<file path="src/logic/hsc_pkg.sv">
// Constants for the operator-panel status and clock-set register bank.
// Assumes word-indexed registers on a 32-bit Avalon-MM slave.
package hsc_pkg;

    ////////////////////////////////////////////////////////////////////////
    // Bus geometry
    localparam int unsigned HSC_DATA_W   = 32;
    localparam int unsigned HSC_REG_W    = 16;
    localparam int unsigned HSC_BE_W     = 4;
    localparam int unsigned HSC_IDX_W    = 4;

    ////////////////////////////////////////////////////////////////////////
    // Register indices; byte address is four times the index
    localparam logic [3:0] HSC_IDX_ENTRY_CLEAR   = 4'h1;
    localparam logic [3:0] HSC_IDX_STATUS        = 4'h3;
    localparam logic [3:0] HSC_IDX_MONTH_YEAR    = 4'h4;
    localparam logic [3:0] HSC_IDX_HOUR_DAY      = 4'h5;
    localparam logic [3:0] HSC_IDX_SECOND_MINUTE = 4'h6;
    localparam logic [3:0] HSC_IDX_COMMIT        = 4'h7;
    localparam logic [3:0] HSC_IDX_IRQ_STATUS    = 4'h8;
    localparam logic [3:0] HSC_IDX_IRQ_MASK      = 4'h9;

    ////////////////////////////////////////////////////////////////////////
    // Field positions
    localparam int unsigned HSC_CLR_NUM_BIT     = 10;
    localparam int unsigned HSC_CLR_TXT_BIT     = 11;
    localparam int unsigned HSC_ST_NUM_DONE     = 0;
    localparam int unsigned HSC_ST_NUM_CANCEL   = 1;
    localparam int unsigned HSC_ST_BL_OFF       = 2;
    localparam int unsigned HSC_ST_RECIPE       = 4;
    localparam int unsigned HSC_ST_TXT_DONE     = 5;
    localparam int unsigned HSC_ST_TXT_CANCEL   = 6;
    localparam int unsigned HSC_COMMIT_BIT      = 15;
    localparam int unsigned HSC_LO_FIELD_LSB    = 0;
    localparam int unsigned HSC_HI_FIELD_LSB    = 8;

    // Interrupt status / mask layout
    localparam int unsigned HSC_IRQ_W           = 6;
    localparam int unsigned HSC_IRQ_NUM_DONE    = 0;
    localparam int unsigned HSC_IRQ_NUM_CANCEL  = 1;
    localparam int unsigned HSC_IRQ_BL_OFF      = 2;
    localparam int unsigned HSC_IRQ_RECIPE_END  = 3;
    localparam int unsigned HSC_IRQ_TXT_DONE    = 4;
    localparam int unsigned HSC_IRQ_TXT_CANCEL  = 5;

    ////////////////////////////////////////////////////////////////////////
    // Reset values
    localparam logic [15:0] HSC_STAGE_RST = 16'h0000;
    localparam logic [5:0]  HSC_IRQ_RST   = 6'h00;
    localparam logic [47:0] HSC_TIME_RST  = 48'h000101000000;

    typedef logic [7:0] hsc_bcd_t;

endpackage

</file>
<file path="src/logic/hsc_if.sv">
// Carriers between the top and its two helpers.
// Assumes all three modules share one clock and synchronised reset.
`timescale 1ns/1ps

////////////////////////////////////////////////////////////////////////////
interface hsc_entry_if;
    logic start;
    logic done;
    logic cancel;
    logic clear;
    logic flag_done;
    logic flag_cancel;
    modport ctrl (output start, done, cancel, clear,
                  input  flag_done, flag_cancel);
    modport flags (input  start, done, cancel, clear,
                   output flag_done, flag_cancel);
endinterface

////////////////////////////////////////////////////////////////////////////
interface hsc_time_if;
    logic [15:0] month_year;
    logic [15:0] hour_day;
    logic [15:0] second_minute;
    logic        commit;
    logic [47:0] time_now;
    logic        loaded;
    modport ctrl (output month_year, hour_day, second_minute, commit,
                  input  time_now, loaded);
    modport clock (input  month_year, hour_day, second_minute, commit,
                   output time_now, loaded);
endinterface

</file>
<file path="src/logic/hsc_entry_flags.sv">
// Completion / cancellation flag pair for one kind of operator entry.
// Assumes single-cycle event pulses on the panel clock.
`timescale 1ns/1ps
module hsc_entry_flags
    import hsc_pkg::*;
(
    input  wire logic  i_clk,
    input  wire logic  i_rst_b,
    hsc_entry_if.flags ent
);

    logic done_q;
    logic done_d;
    logic cancel_q;
    logic cancel_d;

    // Events beat the software clear so none is lost
    always_comb begin
        done_d   = done_q;
        cancel_d = cancel_q;
        if (ent.done) begin
            done_d   = 1'b1;
            cancel_d = 1'b0;
        end else if (ent.cancel) begin
            done_d   = 1'b0;
            cancel_d = 1'b1;
        end else if (ent.start || ent.clear) begin
            done_d   = 1'b0;
            cancel_d = 1'b0;
        end
    end

    always_ff @(posedge i_clk or negedge i_rst_b) begin
        if (!i_rst_b) begin
            done_q   <= 1'b0;
            cancel_q <= 1'b0;
        end else begin
            done_q   <= done_d;
            cancel_q <= cancel_d;
        end
    end

    assign ent.flag_done   = done_q;
    assign ent.flag_cancel = cancel_q;

endmodule

</file>
<file path="src/logic/hsc_time_hold.sv">
// Internal clock value, loaded only by a whole commit.
// Assumes commit is a one-cycle pulse from the register bank.
`timescale 1ns/1ps
module hsc_time_hold
    import hsc_pkg::*;
(
    input  wire logic  i_clk,
    input  wire logic  i_rst_b,
    hsc_time_if.clock  tm
);

    logic [47:0] time_q;
    logic        loaded_q;

    // Year, month, day, hour, minute, second in one edge
    always_ff @(posedge i_clk or negedge i_rst_b) begin
        if (!i_rst_b) begin
            time_q   <= HSC_TIME_RST;
            loaded_q <= 1'b0;
        end else begin
            loaded_q <= tm.commit;
            if (tm.commit) begin
                time_q <= {tm.month_year, tm.hour_day, tm.second_minute};
            end
        end
    end

    assign tm.time_now = time_q;
    assign tm.loaded   = loaded_q;

endmodule

</file>
<file path="src/logic/hsc_top.sv">
// Status word and clock-set register bank of the operator panel.
// Assumes an Avalon-MM master and same-clock event inputs from the panel.
//
// What this block does
// - Numeric done flag sets on completion, clears on new entry or cancel.
// - Writing one to clear-word bit 10 clears both numeric flags.
// - Numeric cancel flag sets on cancel, clears on new entry or completion.
// - Backlight-off bit follows auto-off turning the lamp off, clears on.
// - Recipe bit reads one while recipe data transfers.
// - Text done flag sets on completion, clears on new entry or cancel.
// - Text cancel flag sets on cancel, clears on new entry or completion.
// - Writing one to clear-word bit 11 clears both text flags.
// - A one in commit bit 15 copies the staging words to the clock.
// - The commit loads all six time fields together.
// - Staging writes alone never change the running clock.
`timescale 1ns/1ps
module hsc_top
    import hsc_pkg::*;
#(
    parameter int unsigned ADDR_W = 6
)
(
    input  wire logic                  i_clk,
    input  wire logic                  i_rst_b,
    // Avalon-MM slave, byte addressed
    input  wire logic [ADDR_W-1:0]     i_avs_address,
    input  wire logic                  i_avs_read,
    input  wire logic                  i_avs_write,
    input  wire logic [HSC_DATA_W-1:0] i_avs_writedata,
    input  wire logic [HSC_BE_W-1:0]   i_avs_byteenable,
    output logic      [HSC_DATA_W-1:0] o_avs_readdata,
    output logic                       o_avs_waitrequest,
    // Panel events, one-cycle pulses
    input  wire logic                  i_num_start,
    input  wire logic                  i_num_done,
    input  wire logic                  i_num_cancel,
    input  wire logic                  i_txt_start,
    input  wire logic                  i_txt_done,
    input  wire logic                  i_txt_cancel,
    // Panel levels
    input  wire logic                  i_autooff_en,
    input  wire logic                  i_backlight_off,
    input  wire logic                  i_recipe_busy,
    // Internal clock value and interrupt request
    output logic      [47:0]           o_time_now,
    output logic                       o_time_loaded,
    output logic                       o_irq
);

    ////////////////////////////////////////////////////////////////////////
    // Parameter check
    if (ADDR_W < HSC_IDX_W + 2) begin : g_addr_chk
        $error("ADDR_W too small for the register map");
    end

    // Lanes 0 and 1 of a 32-bit bus carry each 16-bit word
    if (HSC_DATA_W != 32 || HSC_BE_W != 4) begin : g_bus_chk
        $error("Bus must be 32 bits in four lanes");
    end

    if (HSC_REG_W != 16 || HSC_IDX_W != 4) begin : g_reg_chk
        $error("Registers must be 16 bits, indices 4 bits");
    end

    if (HSC_IRQ_W > 8) begin : g_irq_chk
        $error("Interrupt bits must fit byte lane 0");
    end

    if (HSC_CLR_NUM_BIT < 8 || HSC_CLR_TXT_BIT < 8) begin : g_clr_chk
        $error("Clear bits must sit in byte lane 1");
    end

    if (HSC_COMMIT_BIT < 8 || HSC_COMMIT_BIT > 15) begin : g_cmt_chk
        $error("Commit bit must sit in byte lane 1");
    end

    if (HSC_ST_TXT_CANCEL >= HSC_REG_W) begin : g_st_chk
        $error("Status bits must fit one word");
    end

    ////////////////////////////////////////////////////////////////////////
    // Reset release
    // Assert at once, release on the clock so all flops leave together
    logic rst_meta_q;
    logic rst_sync_q;

    always_ff @(posedge i_clk or negedge i_rst_b) begin
        if (!i_rst_b) begin
            rst_meta_q <= 1'b0;
            rst_sync_q <= 1'b0;
        end else begin
            rst_meta_q <= 1'b1;
            rst_sync_q <= rst_meta_q;
        end
    end

    wire rst_b = rst_sync_q;

    ////////////////////////////////////////////////////////////////////////
    // Bus handshake: one wait cycle on every access
    logic ack_q;
    logic ack_d;
    wire  req      = i_avs_read | i_avs_write;
    wire  wr_fire  = i_avs_write & ack_q;

    assign ack_d             = req & ~ack_q;
    assign o_avs_waitrequest = req & ~ack_q;

    always_ff @(posedge i_clk or negedge rst_b) begin
        if (!rst_b) begin
            ack_q <= 1'b0;
        end else begin
            ack_q <= ack_d;
        end
    end

    ////////////////////////////////////////////////////////////////////////
    // Address decode
    wire [HSC_IDX_W-1:0] idx    = i_avs_address[HSC_IDX_W+1:2];
    // A shift, not a slice: legal even with no bits above the index
    wire                 in_map = ((i_avs_address >> (HSC_IDX_W + 2)) == '0)
                                  && (i_avs_address[1:0] == 2'b00);
    wire sel_clear  = in_map && (idx == HSC_IDX_ENTRY_CLEAR);
    wire sel_status = in_map && (idx == HSC_IDX_STATUS);
    wire sel_my     = in_map && (idx == HSC_IDX_MONTH_YEAR);
    wire sel_hd     = in_map && (idx == HSC_IDX_HOUR_DAY);
    wire sel_sm     = in_map && (idx == HSC_IDX_SECOND_MINUTE);
    wire sel_commit = in_map && (idx == HSC_IDX_COMMIT);
    wire sel_irq_st = in_map && (idx == HSC_IDX_IRQ_STATUS);
    wire sel_irq_mk = in_map && (idx == HSC_IDX_IRQ_MASK);

    // Byte lanes 0 and 1 carry the 16-bit registers
    wire [15:0] be_mask = {{8{i_avs_byteenable[1]}},
                           {8{i_avs_byteenable[0]}}};
    wire [15:0] wdata   = i_avs_writedata[15:0];

    // Control bits ride in lane 1, interrupt words in lane 0
    wire hi_wr = wr_fire & i_avs_byteenable[1];
    wire lo_wr = wr_fire & i_avs_byteenable[0];

    ////////////////////////////////////////////////////////////////////////
    // Entry flag pairs
    hsc_entry_if num_if ();
    hsc_entry_if txt_if ();

    assign num_if.start  = i_num_start;
    assign num_if.done   = i_num_done;
    assign num_if.cancel = i_num_cancel;
    assign num_if.clear  = hi_wr && sel_clear
                           && wdata[HSC_CLR_NUM_BIT];

    assign txt_if.start  = i_txt_start;
    assign txt_if.done   = i_txt_done;
    assign txt_if.cancel = i_txt_cancel;
    assign txt_if.clear  = hi_wr && sel_clear
                           && wdata[HSC_CLR_TXT_BIT];

    hsc_entry_flags u_num_flags (
        .i_clk   (i_clk),
        .i_rst_b (rst_b),
        .ent     (num_if.flags)
    );

    hsc_entry_flags u_txt_flags (
        .i_clk   (i_clk),
        .i_rst_b (rst_b),
        .ent     (txt_if.flags)
    );

    ////////////////////////////////////////////////////////////////////////
    // Status word
    wire bl_auto_off = i_autooff_en & i_backlight_off;

    // Unassigned positions stay zero
    logic [15:0] status_word;
    always_comb begin
        status_word                    = 16'h0000;
        status_word[HSC_ST_NUM_DONE]   = num_if.flag_done;
        status_word[HSC_ST_NUM_CANCEL] = num_if.flag_cancel;
        status_word[HSC_ST_BL_OFF]     = bl_auto_off;
        status_word[HSC_ST_RECIPE]     = i_recipe_busy;
        status_word[HSC_ST_TXT_DONE]   = txt_if.flag_done;
        status_word[HSC_ST_TXT_CANCEL] = txt_if.flag_cancel;
    end

    ////////////////////////////////////////////////////////////////////////
    // Clock staging words
    logic [15:0] my_q;
    logic [15:0] hd_q;
    logic [15:0] sm_q;
    logic [15:0] my_d;
    logic [15:0] hd_d;
    logic [15:0] sm_d;

    wire wr_my = wr_fire && sel_my;
    wire wr_hd = wr_fire && sel_hd;
    wire wr_sm = wr_fire && sel_sm;

    assign my_d = wr_my ? ((my_q & ~be_mask) | (wdata & be_mask)) : my_q;
    assign hd_d = wr_hd ? ((hd_q & ~be_mask) | (wdata & be_mask)) : hd_q;
    assign sm_d = wr_sm ? ((sm_q & ~be_mask) | (wdata & be_mask)) : sm_q;

    always_ff @(posedge i_clk or negedge rst_b) begin
        if (!rst_b) begin
            my_q <= HSC_STAGE_RST;
            hd_q <= HSC_STAGE_RST;
            sm_q <= HSC_STAGE_RST;
        end else begin
            my_q <= my_d;
            hd_q <= hd_d;
            sm_q <= sm_d;
        end
    end

    ////////////////////////////////////////////////////////////////////////
    // Commit: a pulse, so each written one loads exactly once
    logic commit_q;
    // Low bits are ignored rather than checked; software keeps them zero
    wire  commit_d = hi_wr && sel_commit
                     && wdata[HSC_COMMIT_BIT];

    always_ff @(posedge i_clk or negedge rst_b) begin
        if (!rst_b) begin
            commit_q <= 1'b0;
        end else begin
            commit_q <= commit_d;
        end
    end

    hsc_time_if tm_if ();

    // Staging words reach the clock only through the commit
    assign tm_if.month_year    = my_q;
    assign tm_if.hour_day      = hd_q;
    assign tm_if.second_minute = sm_q;
    assign tm_if.commit        = commit_q;

    hsc_time_hold u_time (
        .i_clk   (i_clk),
        .i_rst_b (rst_b),
        .tm      (tm_if.clock)
    );

    assign o_time_now    = tm_if.time_now;
    assign o_time_loaded = tm_if.loaded;

    ////////////////////////////////////////////////////////////////////////
    // Interrupt events
    logic bl_off_q;
    logic recipe_q;

    always_ff @(posedge i_clk or negedge rst_b) begin
        if (!rst_b) begin
            bl_off_q <= 1'b0;
            recipe_q <= 1'b0;
        end else begin
            bl_off_q <= bl_auto_off;
            recipe_q <= i_recipe_busy;
        end
    end

    // Edges of the two live levels are interrupt events
    wire bl_rise     = bl_auto_off & ~bl_off_q;
    wire recipe_fall = recipe_q & ~i_recipe_busy;

    logic [HSC_IRQ_W-1:0] irq_evt;
    always_comb begin
        irq_evt                     = '0;
        irq_evt[HSC_IRQ_NUM_DONE]   = i_num_done;
        irq_evt[HSC_IRQ_NUM_CANCEL] = i_num_cancel;
        irq_evt[HSC_IRQ_BL_OFF]     = bl_rise;
        irq_evt[HSC_IRQ_RECIPE_END] = recipe_fall;
        irq_evt[HSC_IRQ_TXT_DONE]   = i_txt_done;
        irq_evt[HSC_IRQ_TXT_CANCEL] = i_txt_cancel;
    end

    logic [HSC_IRQ_W-1:0] irq_st_q;
    logic [HSC_IRQ_W-1:0] irq_st_d;
    logic [HSC_IRQ_W-1:0] irq_mk_q;
    logic [HSC_IRQ_W-1:0] irq_mk_d;

    wire [HSC_IRQ_W-1:0] irq_w1c =
        (lo_wr && sel_irq_st)
        ? wdata[HSC_IRQ_W-1:0] : '0;

    // Set wins over the write-one clear
    assign irq_st_d = (irq_st_q & ~irq_w1c) | irq_evt;
    assign irq_mk_d = (lo_wr && sel_irq_mk)
                      ? wdata[HSC_IRQ_W-1:0] : irq_mk_q;

    always_ff @(posedge i_clk or negedge rst_b) begin
        if (!rst_b) begin
            irq_st_q <= HSC_IRQ_RST;
            irq_mk_q <= HSC_IRQ_RST;
        end else begin
            irq_st_q <= irq_st_d;
            irq_mk_q <= irq_mk_d;
        end
    end

    assign o_irq = |(irq_st_q & irq_mk_q);

    ////////////////////////////////////////////////////////////////////////
    // Read path, registered during the wait cycle
    logic [15:0] rd_word;
    always_comb begin
        if (sel_status) begin
            rd_word = status_word;
        end else if (sel_my) begin
            rd_word = my_q;
        end else if (sel_hd) begin
            rd_word = hd_q;
        end else if (sel_sm) begin
            rd_word = sm_q;
        end else if (sel_irq_st) begin
            rd_word = {{(16-HSC_IRQ_W){1'b0}}, irq_st_q};
        end else if (sel_irq_mk) begin
            rd_word = {{(16-HSC_IRQ_W){1'b0}}, irq_mk_q};
        end else begin
            // Clear and commit words read as zero, as does a hole
            rd_word = 16'h0000;
        end
    end

    logic [HSC_DATA_W-1:0] rdata_q;
    wire  [HSC_DATA_W-1:0] rdata_d = (i_avs_read && ack_d)
                                     ? {16'h0000, rd_word} : rdata_q;

    always_ff @(posedge i_clk or negedge rst_b) begin
        if (!rst_b) begin
            rdata_q <= '0;
        end else begin
            rdata_q <= rdata_d;
        end
    end

    assign o_avs_readdata = rdata_q;

endmodule

</file>
<file path="config.mk">
export PLATFORM = sky130hd
export DESIGN_NAME = hsc_top
export DESIGN_NICKNAME = d
export VERILOG_FILES = /design/src/logic/hsc_pkg.sv /design/src/logic/hsc_if.sv /design/src/logic/hsc_entry_flags.sv /design/src/logic/hsc_time_hold.sv /design/src/logic/hsc_top.sv
export SDC_FILE = /design/constraint.sdc
export NUM_CORES = 1
export LEC_CHECK = 0
export ABC_AREA = 1
export BUFFER_PORTS_ARGS = -buffer_cell sky130_fd_sc_hd__buf_2
export CORE_ASPECT_RATIO = 1.5
export CORE_UTILIZATION = 45
export DETAILED_ROUTE_END_ITERATION = 8
export PLACE_DENSITY_LB_ADDON = 0.15
export SLEW_MARGIN = 20
export SYNTH_ARGS = -nofsm -noshare
export SYNTH_HDL_FRONTEND = slang
export SYNTH_SLANG_ARGS = --single-unit
</file>
<file path="constraint.sdc">
create_clock -name i_clk -period 5.13 [get_ports i_clk]
set_input_delay 0.513 -clock i_clk [delete_from_list [all_inputs] [get_ports i_clk]]
set_output_delay 0.513 -clock i_clk [all_outputs]
set_load 0.05 [all_outputs]
</file>
==> results of run 1 <==
-- cell usage in the layout (no fill, tap or decap), types with 2 or more instances in the layout --
master,n
sky130_fd_sc_hd__nor3_1,2
sky130_fd_sc_hd__dfrtp_1,131
sky130_fd_sc_hd__clkbuf_8,2
sky130_fd_sc_hd__inv_1,41
sky130_fd_sc_hd__nor2_2,2
sky130_fd_sc_hd__inv_4,2
sky130_fd_sc_hd__clkinv_2,2
sky130_fd_sc_hd__mux2_2,42
sky130_fd_sc_hd__o21ai_0,4
sky130_fd_sc_hd__bufinv_16,4
sky130_fd_sc_hd__nor2_1,33
sky130_fd_sc_hd__clkinv_4,2
sky130_fd_sc_hd__dfstp_2,2
sky130_fd_sc_hd__clkbuf_16,17
sky130_fd_sc_hd__nand2_4,6
sky130_fd_sc_hd__buf_2,103
sky130_fd_sc_hd__clkbuf_1,2
sky130_fd_sc_hd__a21oi_1,15
sky130_fd_sc_hd__a21o_1,2
sky130_fd_sc_hd__nand4_1,10
sky130_fd_sc_hd__o21ai_2,53
sky130_fd_sc_hd__conb_1,17
sky130_fd_sc_hd__nand2_1,165
sky130_fd_sc_hd__nand3_1,25
sky130_fd_sc_hd__buf_4,3
sky130_fd_sc_hd__clkinvlp_4,2
sky130_fd_sc_hd__nor2_4,4
sky130_fd_sc_hd__nand2_2,2
-- cells in the mapped netlist, types with 2 or more instances --
master / count / share of area
sky130_fd_sc_hd__nor3_1: 2 / 0.0017
sky130_fd_sc_hd__dfrtp_1: 133 / 0.55
sky130_fd_sc_hd__nand2_2: 2 / 0.0021
sky130_fd_sc_hd__a21o_1: 2 / 0.0025
sky130_fd_sc_hd__o21ai_0: 4 / 0.0033
sky130_fd_sc_hd__buf_4: 17 / 0.021
sky130_fd_sc_hd__inv_1: 41 / 0.025
sky130_fd_sc_hd__a21oi_1: 15 / 0.012
sky130_fd_sc_hd__buf_2: 5 / 0.0041
sky130_fd_sc_hd__nand2_4: 6 / 0.011
sky130_fd_sc_hd__nor2_2: 2 / 0.0021
sky130_fd_sc_hd__nor2_1: 33 / 0.021
sky130_fd_sc_hd__clkbuf_1: 4 / 0.0025
sky130_fd_sc_hd__dfstp_2: 2 / 0.0087
sky130_fd_sc_hd__o21ai_2: 53 / 0.077
sky130_fd_sc_hd__mux2_2: 42 / 0.078
sky130_fd_sc_hd__conb_1: 2 / 0.0012
sky130_fd_sc_hd__nor2_4: 4 / 0.0075
sky130_fd_sc_hd__nand4_1: 10 / 0.010
sky130_fd_sc_hd__inv_4: 2 / 0.0021
sky130_fd_sc_hd__nand3_1: 25 / 0.021
sky130_fd_sc_hd__nand2_1: 165 / 0.10
sky130_fd_sc_hd__buf_6: 9 / 0.017
-- where the power goes --
part	switching, µW	internal, µW	total (µW)
sequential	32.7	1100	1130
clock	458	840	1300
combinational	136	44.1	181
-- worst max path at each step --
stage,startpoint,end,slack [ns],cells after the start
floorplan,rst_b,asynchronous set/reset pin,1.09,0
global placement,i_avs_address[1],flip-flop,3.00,7
detailed placement,i_avs_write,o_avs_readdata[15],2.94,10
CTS,irq_st_q[2],o_irq,3.06,5
global route,rst_b,commit_q,2.88,1
finish,irq_st_q[2],o_irq,3.07,5
-- through the flow --
stage | power (µW) | hold slack (ns) | instances
finish | 2610 | 0.218 | 868
global route | 2700 | 0.206 | 868
CTS | 2630 | 0.207 | 868
detailed placement | 1330 | 0.299 | 835
global placement | 1320 | 0.298 | 835
floorplan | 1280 | 0.217 | 605
-- per-layer routing --
metal | up-vias | wire (µm) | GRT usage
met5 | - | 0 | 0
met4 | 0 | 486 | 0.110
met3 | 24 | 505 | 0.0477
met2 | 116 | 7780 | 0.394
met1 | 2129 | 5720 | 0.255
li1 | 2100 | - | -
-- layout make-up --
class	instances	area (µm²)	area share
clock buffer	21	460	0.0638
clock inverter	11	171	0.0238
inverter	45	174	0.0241
multi-input combinational	390	2270	0.315
sequential	135	3390	0.469
tap	159	199	0.0276
timing repair buffer	107	548	0.0760
-- cells by family after synthesis --
kind of cell / after synthesis / share of synthesized area
AO/OA/AOI/OAI: 78 / 0.100
buffers and inverters: 80 / 0.0733
flip-flops: 135 / 0.560
multiplexers: 42 / 0.0783
other: 2 / 0.00124
AND/OR/NAND/NOR: 253 / 0.187
-- critical path, stage by stage (launching register included) --
cell and delay, ns:
sky130_fd_sc_hd__dfrtp_1 0.40, sky130_fd_sc_hd__nand2_1 0.07, sky130_fd_sc_hd__o21ai_0 0.08, sky130_fd_sc_hd__a221oi_1 0.23, sky130_fd_sc_hd__nand3_1 0.12, sky130_fd_sc_hd__buf_2 0.23
-- what timing repair did --
item,4_1_cts,5_1_grt
buffers inserted,0,0
hold buffers,1,0
hold endpoints to repair,2,0
==> out/qor_table.md, run 1 <==
| Quantity | This run |
|---|---|
| Run status | complete, no violations |
| CP arrival | 1.55 ns |
| Post-route fraction of the period consumed by the critical path | 0.402 |
| CTS tree | done |
| Critical path class | flip-flop to output pin |
| DRT Wirelength | 14500 µm |
| Leading register cell type out of synthesis | sky130_fd_sc_hd__dfrtp_1 |
| Via count of the first global-routing pass | 4386 |
| Startpoint of the tightest hold check path | i_recipe_busy |
| Setup Skew | 0.00814 ns |
| FF-to-FF setup slack | 3.23 ns |
| Fill count | 1194 |
| End of the worst register-to-register path | commit_q |
| Count of maximum capacitance violations | 0 |
| Drt initial violations | 196 |
| Normalized max-slew margin | 0.394 |
| Crit path capture type | output pin |
| # IOs | 138 |
| Fraction of layout instances using a drive strength above 1 | 0.360 |
| Critical Path Start Type | flip-flop |
| Tightest Hold Check Type | input pin to flip-flop |
| Power density cells | 361 nW/µm² |
| HPWL reported at the end of detailed placement | 10100 µm |
| WHS Endpoint | recipe_q |
| Resize count post-CTS | 0 |
| 1st-pass router iterations | 4 |
| CTS H-tree lvls | 4 |
| Number of different library cells in the post-synthesis netlist | 33 |
| Total routing resource utilization after global routing | 0.223 |
| Via density per instance | 5.03 |
| Area of the die | 13900 µm² |
| Async set or reset register ratio after synthesis | 1.00 |
| Row Count | 51 |
| Yosys reg bits | 135 |
| Post-synthesis area per instance | 10.2 µm² |
| PnR worst setup slack | 3.07 ns |
| Final weighted congestion of routability-driven global placement | 0.875 |
| Instance area at placement | 6570 µm² |
| Reg-to-reg startpoint | rst_b |
| Antenna diode count | 0 |
| Number of hold-slack violations in the final timing report | 0 |
| Clock latency of the later-clocked register in the worst-skew pair | 0.42 ns |
| Leakage power of the design | 0.00392 µW |
| Final design area excluding fillers | 7210 µm² |
| Largest fanout of any net on the critical path | 3 |
| Area growth from synthesis to layout | 19.4% |
| Overall die width | 96.6 µm |
| DRC viols | 0 |
| Antenna violations before repair | 0 |
| Core Area | 13000 µm² |
| Worst hold path cell count | 1 |
| Cell count after synthesis | 590 |
| Die height | 144 µm |
| Root buffer cell | sky130_fd_sc_hd__clkbuf_16 |
| Post-synthesis sequential area ratio | 0.560 |
| Maximum buffer depth of the clock tree | 2 |
| Peak Freq | 0.484 GHz |
| Count of warnings emitted by yosys | 0 |
| Fin Setup TNS | 0 ns |
| Depth of the most critical reg-to-reg path | 1 |
| Clock transition time at the flip-flop clock pins of the worst setup and hold paths | 0.06 ns |
| CTS Buf Count | 17 |
| Vias | 4369 |
| Fin crit period | 2.06 ns |
| Worst voltage drop across the vdd grid | 0.238 mV |
| Slew of the pin with the lowest slew margin | 0.909 ns |
| Setup repair after global routing missed its margin | false |
| Starting utilization of the core area | 0.464 |
| Final Util | 0.554 |
| Total standard cell area after synthesis | 6040 µm² |
| Number of nets in the layout | 751 |
| Pin count of the biggest net entering global routing | 70 |
| First-pass GRT wire length | 23500 µm |
| DR WL/cell | 16.7 µm |
| Total overflow reported by the global router | 0 |
| Required time reported for the critical path endpoint | 4.62 ns |
| Dpl ws | 2.94 ns |
| Setup Viol. Count Final | 0 |
| Antenna Nets Post-Route | 0 |
| Sinks on the clock net | 135 |
| Number of slew-limit violations in the final report | 0 |
| Number of synthesized flops with an enable pin | 0 |
| Number of port buffers | 103 |
Note: power is estimated with default switching activity, not from simulation.
==> run 2, diff against run 1 <==
Clock period 5.13 ns to 1.7 ns, I/O delays scaled along.
==> run 2 against run 1 <==
First-iteration DRC count is 18% lower. Register-to-register slack lost 2.9 ns. Final area up 2.8%. Cell count is 2.5% higher. Wire length down 2.1%. Largest cell class unchanged. Critical endpoint unchanged. Non-clock buffer count grew 22. Critical path depth did not move.
==> out/qor_table.md, run 2 (synthesis results as in run 1) <==
| Quantity | This run |
|---|---|
| CTS H-tree lvls | 4 |
| Core Area | 13000 µm² |
| Worst voltage drop across the vdd grid | 0.697 mV |
| CTS tree | done |
| Die height | 144 µm |
| Number of port buffers | 103 |
| Minimum hold slack | 0.0311 ns |
| Fraction of power consumed by the clock network | 0.472 |
| Tightest Hold Check Type | input pin to flip-flop |
| Power density cells | 1020 nW/µm² |
| DRT Wirelength | 14200 µm |
| Fill count | 1183 |
| Longest individual stage delay on the worst path | 0.39 ns |
| Antenna Nets Post-Route | 0 |
| Count of maximum capacitance violations | 0 |
| Most frequent standard cell in the layout excluding fill and tap cells | sky130_fd_sc_hd__nand2_1 |
| Pin count of the biggest net entering global routing | 41 |
| Overall die width | 96.6 µm |
| Worst Path Buf+Inv | 1 |
| Worst-path cell chain | nand2_1 -> o21ai_1 -> a221oi_2 -> nand3_1 -> buf_6 |
| Largest fanout of any net on the critical path | 2 |
| Fraction of layout instances using a drive strength above 1 | 0.375 |
| Number of slew-limit violations in the final report | 0 |
| Fin crit period | 1.59 ns |
| Crit path capture type | output pin |
| Area of the die | 13900 µm² |
| CP arrival | 1.42 ns |
| Cell internal pwr | 5650 µW |
| Drt initial violations | 160 |
| Post-route fraction of the period consumed by the critical path | 0.938 |
| Fin Setup TNS | 0 ns |
| Vias | 4470 |
| Via count of the first global-routing pass | 4483 |
| Sinks on the clock net | 135 |
| Total routing resource utilization after global routing | 0.218 |
| Number of hold-slack violations in the final timing report | 0 |
| Setup repair after global routing missed its margin | false |
| DRC viols | 0 |
| Number of nets in the layout | 773 |
| Peak Freq | 0.627 GHz |
| Setup Viol. Count Final | 0 |
| Setup Skew | 0.00737 ns |
| # IOs | 138 |
| CTS Buf Count | 17 |
| Critical path class | flip-flop to output pin |
| CP max-delay cell | sky130_fd_sc_hd__dfrtp_1 |
| Switching power as a share of total power | 0.256 |
| Clock transition time at the flip-flop clock pins of the worst setup and hold paths | 0.06 ns |
| Leakage power of the design | 0.00401 µW |
| Flop pwr share | 0.446 |
| Delay-heaviest family, CP | flip-flops |
| Starting utilization of the core area | 0.464 |
| Total overflow reported by the global router | 0 |
| Required time reported for the critical path endpoint | 1.53 ns |
| HPWL reported at the end of detailed placement | 10200 µm |
| Net Sw Power | 1940 µW |
| Area growth from synthesis to layout | 22.7% |
| Highest-count cells in the layout ignoring fill and taps | sky130_fd_sc_hd__nand2_1 (165), sky130_fd_sc_hd__dfrtp_1 (131), sky130_fd_sc_hd__buf_2 (102) |
| Run status | complete, no violations |
| Power share of the combinational group | 0.082 |
| Antenna diode count | 0 |
| First-pass GRT wire length | 23100 µm |
| Maximum buffer depth of the clock tree | 2 |
| Antenna violations before repair | 0 |
| Clock latency of the later-clocked register in the worst-skew pair | 0.41 ns |
| 1st-pass router iterations | 4 |
| Root buffer cell | sky130_fd_sc_hd__clkbuf_16 |
| Final weighted congestion of routability-driven global placement | 0.847 |
| DR WL/cell | 15.9 µm |
| Via density per instance | 5.02 |
| Critical Path Start Type | flip-flop |
| Row Count | 51 |
## run 2: changes by cell type in the layout (fill, tap and decap cells not counted), sizes merged
cell,previous run,this run
clkinvlp,2,5
clkbuf,21,18
clkinv,5,6
dlygate4sd3,1,8
bufinv,4,2
inv,45,46
buf,106,121
## run 2: path summary, 6_finish.rpt
path,cells after the start,slack [ns],from,end
setup reg to reg,8,0.32,ack_q,flip-flop
hold reg to reg,0,0.21,rst_b,u_time.tm.time_now[20]
hold / removal,4,0.03,i_avs_writedata[0],irq_st_q[0]
max in group asynchronous,1,0.86,rst_b,u_time.tm.time_now[32]
min in group asynchronous,2,0.07,i_rst_b,rst_b
setup / recovery,5,0.11,irq_st_q[2],o_irq
## run 2: through the flow
step,utilization,power [µW],area [µm²],std cells,worst slack (ns)
2_1_floorplan,-,3860,6100,605,0.145
3_3_place_gp,0.516,4020,6720,848,0.171
3_5_place_dp,0.516,4040,6720,848,0.0825
4_1_cts,0.569,7670,7400,890,0.0137
5_1_grt,0.570,7870,7410,890,0.0200
6_report,0.570,7590,7410,890,0.106
## run 2: cell type report
cell class / instances / area, µm² / share of cell area
sequential: 135 / 3390 / 0.457
multi-input combinational: 390 / 2290 / 0.309
timing repair buffer: 129 / 787 / 0.106
clock buffer: 18 / 429 / 0.0579
tap: 159 / 199 / 0.0268
clock inverter: 14 / 151 / 0.0204
inverter: 45 / 174 / 0.0235
## run 2: power by group through the flow
stage | sequential [µW] | combinational (µW) | clock, µW
floorplan | 3510 | 353 | 0
global placement | 3440 | 589 | 0
detailed placement | 3440 | 600 | 0
CTS | 3380 | 629 | 3660
global route | 3390 | 680 | 3790
finish | 3380 | 621 | 3580
## run 2: worst reg2reg max path, delay by kind of cell, from the launching register on
kind                   cells  cell delay (ns)
and+or+nand+nor            4             0.52
DFF                        1             0.39
buffers and inverters      3             0.32
AOI/OAI and AO/OA          1             0.07
## run 2: repair_timing
action	in CTS	in global routing
hold endpoints to repair	12	0
pin swaps	2	1
hold buffers	8	0
buffers inserted	2	0
endpoints found under the setup margin	1	6
resized for setup	3	2
## run 2: routing by layer
| metal | up-vias | share of wire | track usage |
|---|---|---|---|
| met5 | - | 0 | 0 |
| met4 | 0 | 0.041 | 0.119 |
| met3 | 30 | 0.034 | 0.0472 |
| met2 | 115 | 0.53 | 0.389 |
| met1 | 2170 | 0.39 | 0.240 |
| li1 | 2155 | - | - |
==> run 3, diff against run 2 <==
Settings changed: ABC_AREA 1 to not set, CORE_UTILIZATION 45 to 49, SYNTH_HIERARCHICAL set to 1.
==> run 3 against run 2 <==
Via count shrank 11%. Area after synthesis shrank 1.6%. Power grew 1.8%. Global-route usage grew 1.8 points. Worst setup slack lost 0.018 ns. Cell count shrank 17%. Critical path depth grew 2. Largest cell class unchanged.
==> out/qor_table.md, run 3 <==
| Quantity | This run |
|---|---|
| Clock latency of the later-clocked register in the worst-skew pair | 0.41 ns |
| Tightest Hold Check Type | input pin to flip-flop |
| Clock transition time at the flip-flop clock pins of the worst setup and hold paths | 0.05 ns |
| Total standard cell area after synthesis | 5950 µm² |
| Overall die width | 92.0 µm |
| Power density cells | 1030 nW/µm² |
| Final design area excluding fillers | 7470 µm² |
| Via density per instance | 5.38 |
| Final weighted congestion of routability-driven global placement | 0.802 |
| Peak Freq | 0.620 GHz |
| First-pass GRT wire length | 22000 µm |
| CTS H-tree lvls | 4 |
| Total routing resource utilization after global routing | 0.236 |
| Post-route fraction of the period consumed by the critical path | 0.948 |
| Vias | 3989 |
| Number of port buffers | 103 |
| Starting utilization of the core area | 0.511 |
| Async set or reset register ratio after synthesis | 1.00 |
| Most frequent standard cell in the layout excluding fill and tap cells | sky130_fd_sc_hd__dfrtp_1 |
| Sinks on the clock net | 135 |
| Biggest area contributors in the synthesized netlist | sky130_fd_sc_hd__dfrtp_1 (56%), sky130_fd_sc_hd__mux2_2 (15%), sky130_fd_sc_hd__mux2_4 (7.1%), sky130_fd_sc_hd__mux2i_1 (2.7%), sky130_fd_sc_hd__buf_4 (2.0%) |
| Worst voltage drop across the vdd grid | 0.673 mV |
| Number of different library cells in the post-synthesis netlist | 46 |
| Critical Path Start Type | flip-flop |
| Post-synthesis sequential area ratio | 0.568 |
| Antenna Nets Post-Route | 0 |
| Highest-count cells in the layout ignoring fill and taps | sky130_fd_sc_hd__dfrtp_1 (131), sky130_fd_sc_hd__buf_2 (103), sky130_fd_sc_hd__mux2_2 (77) |
| # IOs | 138 |
| Number of nets in the layout | 634 |
| Required time reported for the critical path endpoint | 2.03 ns |
| Post-synthesis area per instance | 13.5 µm² |
| Fin crit period | 1.61 ns |
| Setup Viol. Count Final | 0 |
| Fraction of layout instances using a drive strength above 1 | 0.486 |
| DR WL/cell | 18.7 µm |
| Pin count of the biggest net entering global routing | 51 |
| DRT Wirelength | 13900 µm |
| Total overflow reported by the global router | 0 |
| Total power consumption of the routed design | 7730 µW |
| Run status | complete, no violations |
| Depth of the most critical reg-to-reg path | 7 |
| Count of maximum capacitance violations | 0 |
| Crit path capture type | flip-flop |
| Die height | 137 µm |
| Maximum buffer depth of the clock tree | 2 |
| Setup repair after global routing missed its margin | false |
| Setup Skew | 0.00656 ns |
| Antenna violations before repair | 0 |
| Via count of the first global-routing pass | 4147 |
| Row Count | 48 |
| Largest fanout of any net on the critical path | 2 |
| Most frequent cells after synthesis | sky130_fd_sc_hd__dfrtp_1 (133), sky130_fd_sc_hd__mux2_2 (77), sky130_fd_sc_hd__mux2_4 (28) |
| Yosys top cell by area | sky130_fd_sc_hd__dfrtp_1 |
| DRC viols | 0 |
| Yosys reg bits | 135 |
| Antenna diode count | 0 |
| CTS Buf Count | 17 |
| Critical path class | flip-flop to flip-flop |
| Leakage power of the design | 0.00383 µW |
| Fin Setup TNS | 0 ns |
| Core Area | 11700 µm² |
| CTS tree | done |
| Cell count after synthesis | 439 |
| Area of the die | 12600 µm² |
| HPWL reported at the end of detailed placement | 9780 µm |
| Drt initial violations | 221 |
| Post-CTS Setup Repair Bufs | 0 |
| Instance area at placement | 6800 µm² |
| Worst hold path cell count | 3 |
| Leading register cell type out of synthesis | sky130_fd_sc_hd__dfrtp_1 |
| Root buffer cell | sky130_fd_sc_hd__clkbuf_16 |
| CP arrival | 1.95 ns |
| Count of warnings emitted by yosys | 6 |
| Most frequent cell after synthesis | sky130_fd_sc_hd__dfrtp_1 |
| Number of synthesized flops with an enable pin | 0 |
| Number of slew-limit violations in the final report | 0 |
| Synth top area share | 0.560 |
| Number of hold-slack violations in the final timing report | 0 |
| Area growth from synthesis to layout | 25.7% |
| Final Util | 0.642 |
| 1st-pass router iterations | 4 |
run 3: changes by cell type in the layout (fill, tap and decap cells not counted), moves of 6 or more:
cell                      change
sky130_fd_sc_hd__nand2_1    -141
sky130_fd_sc_hd__o21ai_2     -53
sky130_fd_sc_hd__mux2_2      +35
sky130_fd_sc_hd__inv_1       -33
sky130_fd_sc_hd__mux2_4      +28
sky130_fd_sc_hd__nor2_1      -20
sky130_fd_sc_hd__nand3_1     -18
sky130_fd_sc_hd__mux2i_1     +16
sky130_fd_sc_hd__o21ai_0     +14
sky130_fd_sc_hd__buf_4       +13
sky130_fd_sc_hd__a22o_1      +11
sky130_fd_sc_hd__a21oi_1     -10
sky130_fd_sc_hd__nand4_1      -9
sky130_fd_sc_hd__nand2_4      -6
run 3: kinds of logic after synthesis:
kind of cell / count (synthesis) / synth area share
AO/OA/AOI/OAI: 58 / 0.0673
buffers and inverters: 45 / 0.0475
flip-flops: 135 / 0.568
multiplexers: 121 / 0.243
other: 2 / 0.00126
AND/OR/NAND/NOR: 78 / 0.0721
run 3: path summary, 6_finish.rpt:
| path | slack [ns] | to | start |
|---|---|---|---|
| min in group asynchronous | 0.07 | rst_b | i_rst_b |
| setup reg to reg | 0.09 | u_txt_flags/ent.flag_cancel | ack_q |
| hold / removal | 0.01 | commit_q | i_avs_writedata[15] |
| setup / recovery | 0.09 | u_txt_flags/ent.flag_cancel | ack_q |
| max in group asynchronous | 0.89 | u_time/tm.time_now[2] | rst_b |
| hold reg to reg | 0.21 | u_time/tm.time_now[9] | rst_b |
run 3: worst max-delay path: stages (launching register included):
cell	delay, ns
sky130_fd_sc_hd__dfrtp_1	0.38
sky130_fd_sc_hd__and3_1	0.19
sky130_fd_sc_hd__nand2_2	0.08
sky130_fd_sc_hd__nor3_1	0.05
sky130_fd_sc_hd__buf_4	0.14
sky130_fd_sc_hd__and2_1	0.16
sky130_fd_sc_hd__or3b_1	0.38
sky130_fd_sc_hd__a21oi_1	0.16
run 3: metal layers:
metal | wire (µm) | vias to the layer above | part of all wire | track usage
met3 | 696 | 29 | 0.050 | 0.0606
met5 | 0 | - | 0 | 0
met4 | 395 | 0 | 0.028 | 0.109
li1 | - | 1811 | - | -
met1 | 5520 | 2022 | 0.40 | 0.275
met2 | 7260 | 127 | 0.52 | 0.405
run 3: layout make-up:
class / instances / area [µm²]
inverter: 8 / 30.0
clock buffer: 23 / 478
timing repair buffer: 143 / 918
clock inverter: 9 / 125
multi-input combinational: 274 / 2350
fill: 918 / 4180
tap: 150 / 188
sequential: 135 / 3390
run 3: where the power goes:
| part | leakage (µW) | total [µW] | switching, µW | internal, µW |
|---|---|---|---|---|
| clock network | 0.000293 | 3710 | 1300 | 2410 |
| registers | 0.00181 | 3390 | 79.2 | 3310 |
| logic | 0.00173 | 628 | 411 | 218 |
| total | 0.00383 | 7730 | 1790 | 5940 |
run 3: repair_timing:
action,CTS,global route
resized for setup,0,3
endpoints found under the hold margin,11,0
hold buffers,6,0
endpoints found under the setup margin,0,2
run 3: stage by stage:
stage / hold slack, ns / setup slack [ns] / instances
2_1_floorplan: -0.126 / 0.0223 / 454
3_3_place_gp: -0.0441 / -0.0328 / 704
3_5_place_dp: -0.0423 / -0.0535 / 704
4_1_cts: 0.00144 / 0.0731 / 742
5_1_grt: 0.0120 / 0.00733 / 742
6_report: 0.00966 / 0.0877 / 742
